===== config.mk =====
export PLATFORM = sky130hd
export DESIGN_NAME = cts_supervision
export DESIGN_NICKNAME = d
export VERILOG_FILES = /design/src/hw/cts_pkg.sv /design/src/hw/cts_supervision.sv /design/src/hw/cts_dt_timer.sv
export SDC_FILE = /design/constraint.sdc
export NUM_CORES = 2
export LEC_CHECK = 0
export BUFFER_PORTS_ARGS = -buffer_cell sky130_fd_sc_hd__buf_2
export CORE_UTILIZATION = 50
export CTS_CLUSTER_SIZE = 28
export DETAILED_ROUTE_END_ITERATION = 10
export PLACE_DENSITY = 0.64
export SYNTH_ARGS = -nofsm -noshare
export SYNTH_HDL_FRONTEND = slang
export SYNTH_SLANG_ARGS = --single-unit

===== constraint.sdc =====
create_clock -name ref_clk -period 23.8 [get_ports ref_clk]
set_input_delay 3.57 -clock ref_clk [delete_from_list [all_inputs] [get_ports ref_clk]]
set_output_delay 3.57 -clock ref_clk [all_outputs]
set_load 0.05 [all_outputs]

===== src/hw/cts_pkg.sv =====
package cts_pkg;

    // ----------------------------------------------------------------
    // Register map (byte addresses, one word each)
    // ----------------------------------------------------------------
    localparam logic [7:0] CTS_ADDR_CTRL = 8'h00;
    localparam logic [7:0] CTS_ADDR_HIGH = 8'h04;
    localparam logic [7:0] CTS_ADDR_LOW = 8'h08;
    localparam logic [7:0] CTS_ADDR_RATIO = 8'h0C;
    localparam logic [7:0] CTS_ADDR_SEQ = 8'h10;
    localparam logic [7:0] CTS_ADDR_SUM = 8'h14;
    localparam logic [7:0] CTS_ADDR_DELAY = 8'h18;
    localparam logic [7:0] CTS_ADDR_STATUS = 8'h1C;
    localparam logic [7:0] CTS_ADDR_DIFFMAG = 8'h20;
    localparam logic [7:0] CTS_ADDR_DIFFANG = 8'h24;

    // Control word fields
    localparam int CTS_CTRL_SEL_LSB = 0;
    localparam int CTS_CTRL_POL_BIT = 2;
    localparam int CTS_CTRL_FEN_BIT = 3;
    localparam int CTS_CTRL_FST_LSB = 4;

    // Residual channel choice and forced status codes
    localparam logic [1:0] CTS_SEL_NONE = 2'h0;
    localparam logic [1:0] CTS_SEL_ONE = 2'h1;
    localparam logic [1:0] CTS_SEL_TWO = 2'h2;
    localparam logic [1:0] CTS_FORCE_NORMAL = 2'h0;
    localparam logic [1:0] CTS_FORCE_ALARM = 2'h1;
    localparam logic [1:0] CTS_FORCE_BLOCKED = 2'h2;

    // Reset values: currents in 0.01 In, ratios in 0.01 %, delay in steps
    localparam logic [15:0] CTS_RST_HIGH = 16'h0078;
    localparam logic [15:0] CTS_RST_LOW = 16'h000A;
    localparam logic [15:0] CTS_RST_RATIO = 16'h03E8;
    localparam logic [15:0] CTS_RST_SEQ = 16'h1324;
    localparam logic [15:0] CTS_RST_SUM = 16'h000A;
    localparam int CTS_DELAY_STEP_US = 5000;
    localparam int CTS_DELAY_DEF_US = 500000;
    localparam logic [15:0] CTS_RST_DELAY = 16'(CTS_DELAY_DEF_US / CTS_DELAY_STEP_US);

    // Hysteresis and scaling constants
    localparam logic [31:0] CTS_HYS_DROP = 32'h0000_0061;
    localparam logic [31:0] CTS_HYS_RISE = 32'h0000_0067;
    localparam logic [31:0] CTS_PCT = 32'h0000_0064;
    localparam logic [31:0] CTS_PCT_FULL = 32'h0000_2710;
    localparam logic signed [16:0] CTS_ANG_HALF = 17'sh0_4650;
    localparam logic signed [16:0] CTS_ANG_FULL = 17'sh0_8CA0;
    localparam logic signed [16:0] CTS_ANG_QUART = 17'sh0_2328;

    // AXI responses
    localparam logic [1:0] CTS_RESP_OKAY = 2'h0;
    localparam logic [1:0] CTS_RESP_SLVERR = 2'h2;

    // Magnitudes in 0.01 In, angles in signed 0.01 degree
    typedef struct packed {
        logic [15:0] phA;
        logic [15:0] phB;
        logic [15:0] phC;
        logic [15:0] resOne;
        logic [15:0] resTwo;
        logic [15:0] posSeq;
        logic [15:0] negSeq;
        logic [15:0] sumMag;
        logic signed [15:0] sumAng;
        logic signed [15:0] resOneAng;
        logic signed [15:0] resTwoAng;
    } cts_meas_t;

    typedef enum logic [3:0] {
        CTS_ST_IDLE = 4'b0001,
        CTS_ST_START = 4'b0010,
        CTS_ST_BLOCKED = 4'b0100,
        CTS_ST_ALARM = 4'b1000
    } cts_state_t;

endpackage : cts_pkg


===== src/hw/cts_supervision.sv =====
// The AXI4-Lite register port and the register addresses were chosen for this implementation.
`timescale 1ns/1ps
`default_nettype none
module cts_supervision
    import cts_pkg::*;
(
    input wire logic ref_clk,
    input wire logic reset_n,
    input wire logic cycleStart,
    input wire cts_meas_t measuredMagnitude,
    input wire logic blockIn,
    output logic startOut,
    output logic blockedOut,
    output logic alarmOut,
    input wire logic [7:0] s_axi_awaddr,
    input wire logic s_axi_awvalid,
    output logic s_axi_awready,
    input wire logic [31:0] s_axi_wdata,
    input wire logic [3:0] s_axi_wstrb,
    input wire logic s_axi_wvalid,
    output logic s_axi_wready,
    output logic [1:0] s_axi_bresp,
    output logic s_axi_bvalid,
    input wire logic s_axi_bready,
    input wire logic [7:0] s_axi_araddr,
    input wire logic s_axi_arvalid,
    output logic s_axi_arready,
    output logic [31:0] s_axi_rdata,
    output logic [1:0] s_axi_rresp,
    output logic s_axi_rvalid,
    input wire logic s_axi_rready
);

    // ----------------------------------------------------------------
    // Helpers
    // ----------------------------------------------------------------
    // Rising compare with drop-back at 97 % of the threshold
    function automatic logic aboveHys(input logic [15:0] mag, input logic [15:0] thr,
                                      input logic prev);
        logic [31:0] m;
        logic [31:0] t;
        m = {16'h0000, mag} * CTS_PCT;
        t = {16'h0000, thr};
        aboveHys = prev ? (m >= t * CTS_HYS_DROP) : (mag > thr);
    endfunction : aboveHys

    // Falling compare with release at 103 % of the threshold
    function automatic logic belowHys(input logic [15:0] mag, input logic [15:0] thr,
                                      input logic prev);
        logic [31:0] m;
        logic [31:0] t;
        m = {16'h0000, mag} * CTS_PCT;
        t = {16'h0000, thr};
        belowHys = prev ? (m <= t * CTS_HYS_RISE) : (mag < thr);
    endfunction : belowHys

    // Wraps an angle into -180..+180 degrees
    function automatic logic signed [16:0] wrapAng(input logic signed [16:0] a);
        logic signed [16:0] w;
        w = a;
        if (w > CTS_ANG_HALF) begin
            w = w - CTS_ANG_FULL;
        end else if (w < -CTS_ANG_HALF) begin
            w = w + CTS_ANG_FULL;
        end
        wrapAng = w;
    endfunction : wrapAng

    // Byte-lane merge for AXI writes
    function automatic logic [31:0] laneMerge(input logic [31:0] old, input logic [31:0] d,
                                              input logic [3:0] strb);
        logic [31:0] r;
        r = old;
        for (int i = 0; i < 4; i++) begin
            if (strb[i]) begin
                r[i*8 +: 8] = d[i*8 +: 8];
            end
        end
        laneMerge = r;
    endfunction : laneMerge

    // ----------------------------------------------------------------
    // Blocking input synchroniser
    // ----------------------------------------------------------------
    logic blkMeta_r;
    logic blkSync_r;
    always_ff @(posedge ref_clk) begin
        if (!reset_n) begin
            blkMeta_r <= 1'b0;
            blkSync_r <= 1'b0;
        end else begin
            blkMeta_r <= blockIn;
            blkSync_r <= blkMeta_r;
        end
    end

    // ----------------------------------------------------------------
    // Settings and AXI4-Lite slave
    // ----------------------------------------------------------------
    logic [31:0] ctrl_r, ctrl_nxt;
    logic [15:0] highLim_r, highLim_nxt, lowLim_r, lowLim_nxt;
    logic [15:0] ratio_r, ratio_nxt, seqRatio_r, seqRatio_nxt;
    logic [15:0] sumThr_r, sumThr_nxt, delay_r, delay_nxt;
    logic awHeld_r, awHeld_nxt, wHeld_r, wHeld_nxt;
    logic [7:0] awAddr_r, awAddr_nxt;
    logic [31:0] wData_r, wData_nxt;
    logic [3:0] wStrb_r, wStrb_nxt;
    logic bValid_r, bValid_nxt, rValid_r, rValid_nxt;
    logic [1:0] bResp_r, bResp_nxt, rResp_r, rResp_nxt;
    logic [31:0] rData_r, rData_nxt;
    logic [31:0] statusWord;
    logic [15:0] diffMag_r;
    logic signed [16:0] diffAng_r;
    logic [31:0] wr;

    assign s_axi_awready = !awHeld_r && !bValid_r;
    assign s_axi_wready = !wHeld_r && !bValid_r;
    assign s_axi_arready = !rValid_r;
    assign s_axi_bvalid = bValid_r;
    assign s_axi_bresp = bResp_r;
    assign s_axi_rvalid = rValid_r;
    assign s_axi_rresp = rResp_r;
    assign s_axi_rdata = rData_r;

    // Address and data taken in either order; write once both are held
    always_comb begin
        ctrl_nxt = ctrl_r;
        highLim_nxt = highLim_r;
        lowLim_nxt = lowLim_r;
        ratio_nxt = ratio_r;
        seqRatio_nxt = seqRatio_r;
        sumThr_nxt = sumThr_r;
        delay_nxt = delay_r;
        awHeld_nxt = awHeld_r;
        wHeld_nxt = wHeld_r;
        awAddr_nxt = awAddr_r;
        wData_nxt = wData_r;
        wStrb_nxt = wStrb_r;
        bValid_nxt = bValid_r && !s_axi_bready;
        bResp_nxt = bResp_r;
        rValid_nxt = rValid_r && !s_axi_rready;
        rResp_nxt = rResp_r;
        rData_nxt = rData_r;
        wr = 32'h0000_0000;
        if (s_axi_awvalid && s_axi_awready) begin
            awHeld_nxt = 1'b1;
            awAddr_nxt = s_axi_awaddr;
        end
        if (s_axi_wvalid && s_axi_wready) begin
            wHeld_nxt = 1'b1;
            wData_nxt = s_axi_wdata;
            wStrb_nxt = s_axi_wstrb;
        end
        // Live update: new values steer the next program cycle
        if (awHeld_r && wHeld_r) begin
            awHeld_nxt = 1'b0;
            wHeld_nxt = 1'b0;
            bValid_nxt = 1'b1;
            bResp_nxt = CTS_RESP_OKAY;
            unique case (awAddr_r)
                CTS_ADDR_CTRL: ctrl_nxt = laneMerge(ctrl_r, wData_r, wStrb_r) & 32'h0000_003F;
                CTS_ADDR_HIGH: begin
                    wr = laneMerge({16'h0000, highLim_r}, wData_r, wStrb_r);
                    highLim_nxt = wr[15:0];
                end
                CTS_ADDR_LOW: begin
                    wr = laneMerge({16'h0000, lowLim_r}, wData_r, wStrb_r);
                    lowLim_nxt = wr[15:0];
                end
                CTS_ADDR_RATIO: begin
                    wr = laneMerge({16'h0000, ratio_r}, wData_r, wStrb_r);
                    ratio_nxt = wr[15:0];
                end
                CTS_ADDR_SEQ: begin
                    wr = laneMerge({16'h0000, seqRatio_r}, wData_r, wStrb_r);
                    seqRatio_nxt = wr[15:0];
                end
                CTS_ADDR_SUM: begin
                    wr = laneMerge({16'h0000, sumThr_r}, wData_r, wStrb_r);
                    sumThr_nxt = wr[15:0];
                end
                CTS_ADDR_DELAY: begin
                    wr = laneMerge({16'h0000, delay_r}, wData_r, wStrb_r);
                    delay_nxt = wr[15:0];
                end
                CTS_ADDR_STATUS, CTS_ADDR_DIFFMAG, CTS_ADDR_DIFFANG: ;
                default: bResp_nxt = CTS_RESP_SLVERR;
            endcase
        end
        if (s_axi_arvalid && s_axi_arready) begin
            rValid_nxt = 1'b1;
            rResp_nxt = CTS_RESP_OKAY;
            unique case (s_axi_araddr)
                CTS_ADDR_CTRL: rData_nxt = ctrl_r;
                CTS_ADDR_HIGH: rData_nxt = {16'h0000, highLim_r};
                CTS_ADDR_LOW: rData_nxt = {16'h0000, lowLim_r};
                CTS_ADDR_RATIO: rData_nxt = {16'h0000, ratio_r};
                CTS_ADDR_SEQ: rData_nxt = {16'h0000, seqRatio_r};
                CTS_ADDR_SUM: rData_nxt = {16'h0000, sumThr_r};
                CTS_ADDR_DELAY: rData_nxt = {16'h0000, delay_r};
                CTS_ADDR_STATUS: rData_nxt = statusWord;
                CTS_ADDR_DIFFMAG: rData_nxt = {16'h0000, diffMag_r};
                CTS_ADDR_DIFFANG: rData_nxt = 32'(signed'(diffAng_r));
                default: begin
                    rData_nxt = 32'h0000_0000;
                    rResp_nxt = CTS_RESP_SLVERR;
                end
            endcase
        end
    end

    always_ff @(posedge ref_clk) begin
        if (!reset_n) begin
            ctrl_r <= 32'h0000_0000;
            highLim_r <= CTS_RST_HIGH;
            lowLim_r <= CTS_RST_LOW;
            ratio_r <= CTS_RST_RATIO;
            seqRatio_r <= CTS_RST_SEQ;
            sumThr_r <= CTS_RST_SUM;
            delay_r <= CTS_RST_DELAY;
            awHeld_r <= 1'b0;
            wHeld_r <= 1'b0;
            awAddr_r <= 8'h00;
            wData_r <= 32'h0000_0000;
            wStrb_r <= 4'h0;
            bValid_r <= 1'b0;
            bResp_r <= CTS_RESP_OKAY;
            rValid_r <= 1'b0;
            rResp_r <= CTS_RESP_OKAY;
            rData_r <= 32'h0000_0000;
        end else begin
            ctrl_r <= ctrl_nxt;
            highLim_r <= highLim_nxt;
            lowLim_r <= lowLim_nxt;
            ratio_r <= ratio_nxt;
            seqRatio_r <= seqRatio_nxt;
            sumThr_r <= sumThr_nxt;
            delay_r <= delay_nxt;
            awHeld_r <= awHeld_nxt;
            wHeld_r <= wHeld_nxt;
            awAddr_r <= awAddr_nxt;
            wData_r <= wData_nxt;
            wStrb_r <= wStrb_nxt;
            bValid_r <= bValid_nxt;
            bResp_r <= bResp_nxt;
            rValid_r <= rValid_nxt;
            rResp_r <= rResp_nxt;
            rData_r <= rData_nxt;
        end
    end

    // ----------------------------------------------------------------
    // Pick-up conditions, all integer in 0.01
    // ----------------------------------------------------------------
    logic [1:0] resSel;
    logic polSub, forceEn;
    logic [1:0] forceSt;
    logic resUsed;
    logic [15:0] resMag, pMax, pMin;
    logic signed [16:0] effAng, angD;
    logic [15:0] diffMag;
    logic [2:0] hi_r, hi_nxt, lo_r, lo_nxt, ab_r, ab_nxt;
    logic resAb_r, resAb_nxt, sum_r, sum_nxt, pick_r, pick_nxt;
    logic [15:0] diffMag_nxt;
    logic signed [16:0] diffAng_nxt;
    logic [15:0] ph [3];

    assign resSel = ctrl_r[CTS_CTRL_SEL_LSB +: 2];
    assign polSub = ctrl_r[CTS_CTRL_POL_BIT];
    assign forceEn = ctrl_r[CTS_CTRL_FEN_BIT];
    assign forceSt = ctrl_r[CTS_CTRL_FST_LSB +: 2];
    assign resUsed = (resSel == CTS_SEL_ONE) || (resSel == CTS_SEL_TWO);
    assign ph[0] = measuredMagnitude.phA;
    assign ph[1] = measuredMagnitude.phB;
    assign ph[2] = measuredMagnitude.phC;

    // Residual phasor with polarity; opposing phasors mean a small difference
    always_comb begin
        resMag = (resSel == CTS_SEL_TWO) ? measuredMagnitude.resTwo : measuredMagnitude.resOne;
        effAng = (resSel == CTS_SEL_TWO) ? 17'(measuredMagnitude.resTwoAng)
                                         : 17'(measuredMagnitude.resOneAng);
        if (polSub) begin
            effAng = wrapAng(effAng + CTS_ANG_HALF);
        end
        angD = wrapAng(17'(measuredMagnitude.sumAng) - effAng);
        if (angD > CTS_ANG_QUART || angD < -CTS_ANG_QUART) begin
            diffMag = (measuredMagnitude.sumMag > resMag) ? measuredMagnitude.sumMag - resMag
                                                           : resMag - measuredMagnitude.sumMag;
        end else begin
            diffMag = measuredMagnitude.sumMag + resMag;
        end
        pMax = ph[0];
        pMin = ph[0];
        for (int i = 1; i < 3; i++) begin
            if (ph[i] > pMax) pMax = ph[i];
            if (ph[i] < pMin) pMin = ph[i];
        end
    end

    // Level comparisons with hysteresis, ratio checks without; refreshed once per program cycle
    always_comb begin
        hi_nxt = hi_r;
        lo_nxt = lo_r;
        ab_nxt = ab_r;
        resAb_nxt = resAb_r;
        sum_nxt = sum_r;
        pick_nxt = pick_r;
        diffMag_nxt = diffMag_r;
        diffAng_nxt = diffAng_r;
        if (cycleStart) begin
            for (int i = 0; i < 3; i++) begin
                hi_nxt[i] = aboveHys(ph[i], highLim_r, hi_r[i]);
                ab_nxt[i] = aboveHys(ph[i], lowLim_r, ab_r[i]);
                lo_nxt[i] = belowHys(ph[i], lowLim_r, lo_r[i]);
            end
            resAb_nxt = resUsed && aboveHys(resMag, lowLim_r, resAb_r);
            sum_nxt = resUsed && aboveHys(diffMag, sumThr_r, sum_r);
            diffMag_nxt = resUsed ? diffMag : 16'h0000;
            diffAng_nxt = resUsed ? angD : 17'sh0_0000;
            pick_nxt = !(|hi_nxt)
                && ((|ab_nxt) || resAb_nxt) && (|lo_nxt)
                && ({16'h0000, pMin} * CTS_PCT_FULL < {16'h0000, ratio_r} * {16'h0000, pMax})
                && ({16'h0000, measuredMagnitude.negSeq} * CTS_PCT_FULL
                    > {16'h0000, seqRatio_r} * {16'h0000, measuredMagnitude.posSeq})
                && (!resUsed || sum_nxt);
        end
    end

    always_ff @(posedge ref_clk) begin
        if (!reset_n) begin
            hi_r <= 3'h0;
            lo_r <= 3'h0;
            ab_r <= 3'h0;
            resAb_r <= 1'b0;
            sum_r <= 1'b0;
            pick_r <= 1'b0;
            diffMag_r <= 16'h0000;
            diffAng_r <= 17'sh0_0000;
        end else begin
            hi_r <= hi_nxt;
            lo_r <= lo_nxt;
            ab_r <= ab_nxt;
            resAb_r <= resAb_nxt;
            sum_r <= sum_nxt;
            pick_r <= pick_nxt;
            diffMag_r <= diffMag_nxt;
            diffAng_r <= diffAng_nxt;
        end
    end

    // ----------------------------------------------------------------
    // Status machine and delay
    // ----------------------------------------------------------------
    cts_state_t state_r, state_nxt;
    logic blkSample_r, blkSample_nxt, evalPend_r;
    logic dtDone;

    // Timer runs only in the start state, so late blocking releases it
    cts_dt_timer u_timer (
        .ref_clk(ref_clk),
        .reset_n(reset_n),
        .tick(evalPend_r),
        .run(state_r == CTS_ST_START),
        .delaySteps(delay_r),
        .done(dtDone)
    );

    // Block level is latched at cycle start and used for that cycle only
    always_comb begin
        blkSample_nxt = cycleStart ? blkSync_r : blkSample_r;
        state_nxt = state_r;
        if (evalPend_r) begin
            unique case (state_r)
                CTS_ST_IDLE: begin
                    if (pick_r && blkSample_r) state_nxt = CTS_ST_BLOCKED;
                    else if (pick_r) state_nxt = CTS_ST_START;
                end
                CTS_ST_START: begin
                    if (!pick_r) state_nxt = CTS_ST_IDLE;
                    else if (blkSample_r) state_nxt = CTS_ST_BLOCKED;
                    else if (dtDone) state_nxt = CTS_ST_ALARM;
                end
                CTS_ST_BLOCKED: begin
                    if (!pick_r) state_nxt = CTS_ST_IDLE;
                    else if (!blkSample_r) state_nxt = CTS_ST_START;
                end
                CTS_ST_ALARM: begin
                    if (!pick_r) state_nxt = CTS_ST_IDLE;
                    else if (blkSample_r) state_nxt = CTS_ST_BLOCKED;
                end
                default: state_nxt = CTS_ST_IDLE;
            endcase
        end
    end

    always_ff @(posedge ref_clk) begin
        if (!reset_n) begin
            state_r <= CTS_ST_IDLE;
            blkSample_r <= 1'b0;
            evalPend_r <= 1'b0;
        end else begin
            state_r <= state_nxt;
            blkSample_r <= blkSample_nxt;
            evalPend_r <= cycleStart;
        end
    end

    // Registered outputs; forcing overrides the computed status
    logic start_r, blocked_r, alarm_r;
    always_ff @(posedge ref_clk) begin
        if (!reset_n) begin
            start_r <= 1'b0;
            blocked_r <= 1'b0;
            alarm_r <= 1'b0;
        end else if (forceEn) begin
            start_r <= 1'b0;
            blocked_r <= (forceSt == CTS_FORCE_BLOCKED);
            alarm_r <= (forceSt == CTS_FORCE_ALARM);
        end else begin
            start_r <= (state_nxt == CTS_ST_START) || (state_nxt == CTS_ST_ALARM);
            blocked_r <= (state_nxt == CTS_ST_BLOCKED);
            alarm_r <= (state_nxt == CTS_ST_ALARM);
        end
    end

    assign startOut = start_r;
    assign blockedOut = blocked_r;
    assign alarmOut = alarm_r;
    assign statusWord = {17'h0_0000, sum_r, resAb_r, lo_r, ab_r, hi_r, pick_r,
                         alarm_r, blocked_r, start_r};

endmodule : cts_supervision
`default_nettype wire


===== src/hw/cts_dt_timer.sv =====
`timescale 1ns/1ps
`default_nettype none
module cts_dt_timer
    import cts_pkg::*;
(
    input wire logic ref_clk,
    input wire logic reset_n,
    input wire logic tick,
    input wire logic run,
    input wire logic [15:0] delaySteps,
    output logic done
);

    logic [15:0] count_r;
    logic [15:0] count_nxt;

    // Counts program-cycle ticks while running; stopping clears it
    always_comb begin
        count_nxt = count_r;
        if (!run) begin
            count_nxt = 16'h0000;
        end else if (tick && count_r != 16'hFFFF) begin
            count_nxt = count_r + 16'h0001;
        end
    end

    always_ff @(posedge ref_clk) begin
        if (!reset_n) begin
            count_r <= 16'h0000;
        end else begin
            count_r <= count_nxt;
        end
    end

    // Definite time only: no curve, just a compare
    // The strobe that entered start is the first step, so add one
    assign done = run && ({1'b0, count_r} + 17'h0_0001 >= {1'b0, delaySteps});

endmodule : cts_dt_timer
`default_nettype wire


==> flow_metrics.py <==
metrics = {
    "clocking": {
        "cts_setup_buffers": 0,
        "clk_path_buf_depth": 3,
        "h-tree-depth": 1,
        "cts_tree": "done",
        "ctsResizeCount": 0,
        "cts_hold_buf": 0,
        "worstSkewPairLatency_ns": 0.53,
        "clk_pin_slew_ns": 0.06,
        "cts_buffers": 24,
        "numClockSinks": 223,
        "cts-root-buf": "clkbuf_16",
    },
    "cells_and_area": {
        "syn_to_final_growth_pct": 6.255,
        "final_common_cell": "ha_1",
        "nNetsFinal": 9503,
        "mostFrequentLayoutCells": "1402 x ha_1, 1303 x inv_1, 584 x nand2_1",
        "drive_gt1_share_pct": 5.820,
        "fillerInstances": 11330,
        "fin_util_pct": 53.63,
    },
    "timing": {
        "drv_slew": 0,
        "max_freq_mhz": 58.51,
        "grt_setup_unrepaired": "no",
        "fin_crit_ns": 17.09,
        "finalSetupTns_ns": 0,
        "period_share_pct": 71.81,
        "hold_viol_final": 0,
        "finalSetupViolations": 0,
        "final.setup_skew_ns": 0.01644,
        "worstMarginPinSlew_ns": 1.221,
        "worst_slew_margin_rel_pct": 17.99,
    },
    "detailed_routing": {
        "wl_per_cell_um": 20.10,
        "postRouteAntennaNets": 0,
        "dr.pass1.iters": 9,
        "drc_errors": 0,
        "drt_iter0_markers": 3028,
        "wl_mm": 179.4,
        "via_per_inst": 5.616,
        "via_count": 50130,
    },
    "placement": {
        "post-dp-hpwl_mm": 149.6,
        "io_buffers": 260,
        "gp_congestion": 0.9556,
    },
    "grt": {
        "grt_pass1_wl_mm": 281.5,
        "track_usage_pct": 29.38,
        "gr-total-overflow": 0,
        "grt_max_degree": 101,
        "grt_pass1_vias": 50060,
        "grt_antenna_before_repair": 21,
    },
    "yosys": {
        "synth_edf_count": 0,
        "synthArstFlopShare_pct": 0,
        "syn_inst": 7133,
        "synth-main-ff-cell": "dfxtp_1",
        "yosys.area_share.simple_pct": 13.27,
        "yosysSeqAreaShare_pct": 7.373,
        "ys_seq_elements": 223,
        "synthAdderAreaFrac_pct": 48.03,
        "synth_top_family_by_area": "adder cells",
        "syn_area_per_cell_um2": 8.489,
        "synth_cell_types": 92,
        "netlist_area_mm2": 0.06055,
        "synth-compound-area-share_pct": 13.69,
        "yosys_warnings": 0,
        "synth_xor_area_share_pct": 4.391,
        "synth_mux_area_share_pct": 3.783,
    },
    "die": {
        "die_h_um": 350.0,
        "coreArea_mm2": 0.1200,
        "dieArea_mm2": 0.1225,
        "ioPinCount": 281,
        "chipWidth_um": 350.0,
        "start_util_pct": 50.47,
        "row_count": 127,
    },
    "worst_setup_path": {
        "cp.arrival_ns": 17.49,
        "worstSetupPathType": "in2reg",
        "worst-path-max-fanout": 27,
        "critPathMaxStageDelay_ns": 0.87,
        "crit_required_ns": 24.20,
        "cp_common_cell": "o21a_1",
        "endpoint_kind": "flip-flop",
        "cp-start-kind": "input port",
        "cpMaxStageDelayCell": "mux2i_2",
    },
    "min_path": {
        "min_path_type": "reg2reg",
    },
    "power": {
        "powerDensity_mw_per_mm2": 119.4,
        "p_leak_nw": 34.28,
        "ir_worst_vdd_mv": 0.2614,
    },
    "outcome": {
        "status": "finished clean",
    },
    "flow_run": {
        "max_cap_violations": 0,
    },
}
worst max-delay path, delay by kind of cell:
kind | cells | cell delay [ns]
AO/OA/AOI/OAI | 29 | 5.01
adder cells (fa/ha/maj) | 10 | 4.07
AND/OR/NAND/NOR | 15 | 2.59
multiplexers | 2 | 1.16
buffers and inverters | 6 | 1.02
sequential cells by signal, summed over array words and instances (netlist names), 2 cells and up:
| name | cells |
|---|---|
| state_r | 4 |
| diffAng_r | 17 |
| ab_r | 3 |
| ctrl_r | 6 |
| lo_r | 3 |
| u_timer.count_r | 16 |
| diffMag_r | 16 |
| wStrb_r | 2 |
| sumThr_r | 16 |
| hi_r | 3 |
| highLim_r | 16 |
| delay_r | 16 |
| ratio_r | 16 |
| s_axi_rdata | 17 |
| awAddr_r | 8 |
| lowLim_r | 16 |
| seqRatio_r | 16 |
| wData_r | 16 |
cell families after synthesis:
kind of cell               Yosys count
AOI/OAI and AO/OA                 1298
DFF                                223
buffers and inverters             1500
other                                1
adders and majority gates         1979
xor gates and xnor gates           302
and+or+nand+nor                   1606
muxes                              224
path summary, 6_finish.rpt:
path                                              from         to  slack [ns]  depth (start not counted)
worst min register to register               blkMeta_r  blkSync_r        0.44                          1
worst max-delay path            measuredMagnitude[161]     pick_r        6.71                         62
worst max register to register               ctrl_r[1]     pick_r        8.58                         63
worst min-delay path                         blkMeta_r  blkSync_r        0.44                          1
report_power, final:
group / total, W / internal (W) / leakage [nW] / switching, W
clock network: 0.000358 / 0.000204 / 0.360 / 0.000154
registers: 0.000394 / 0.000379 / 1.80 / 0.0000149
logic: 0.00693 / 0.00305 / 32.1 / 0.00388
total: 0.00768 / 0.00364 / 34.3 / 0.00405
synthesized netlist by cell type (154+ instances only):
library cell / n / share of area [%]
a21o_1: 187 / 2.3
a21oi_1: 388 / 3.2
and2_1: 207 / 2.1
clkbuf_1: 154 / 0.95
dfxtp_1: 223 / 7.4
fa_1: 576 / 19
ha_1: 1403 / 29
inv_1: 1303 / 8.1
mux2i_1: 198 / 3.3
nand2_1: 584 / 3.6
nor2_1: 195 / 1.2
nor2b_1: 214 / 2.2
o21ai_0: 283 / 2.3
xnor2_1: 191 / 2.8
final cells by class:
| cell class | instances | area (µm²) | share of cell area (%) |
|---|---|---|---|
| timing repair buffer | 323 | 1780 | 2.767 |
| antenna | 12 | 30.03 | 0.04667 |
| inverter | 1304 | 4895 | 7.607 |
| sequential | 223 | 4464 | 6.939 |
| multi-input combinational | 5411 | 50410 | 78.35 |
| clock buffer | 35 | 703.2 | 1.093 |
| clock inverter | 6 | 38.79 | 0.06028 |
| tap | 1612 | 2017 | 3.135 |
stage by stage:
stage	worst slack, ns	total power [W]	std cells	hold WS, ns	cell area (µm²)
5_1_grt	5.627	0.008869	8914	0.4669	64310
3_3_place_gp	6.247	0.007212	8873	0.4242	63570
6_report	6.709	0.007684	8926	0.4414	64340
4_1_cts	6.798	0.007766	8914	0.4466	64310
2_1_floorplan	8.256	0.005749	7134	0.4119	60560
3_5_place_dp	6.278	0.007342	8873	0.4330	63570
per-layer routing:
layer,part of all wire (%),up-vias,track usage [%]
li1,-,24100,-
met1,43,24290,38.47
met2,47,1419,50.32
met3,6.2,302,3.312
met4,3.6,18,9.148
met5,0.062,-,0
Note: power is estimated with default switching activity, not from simulation.
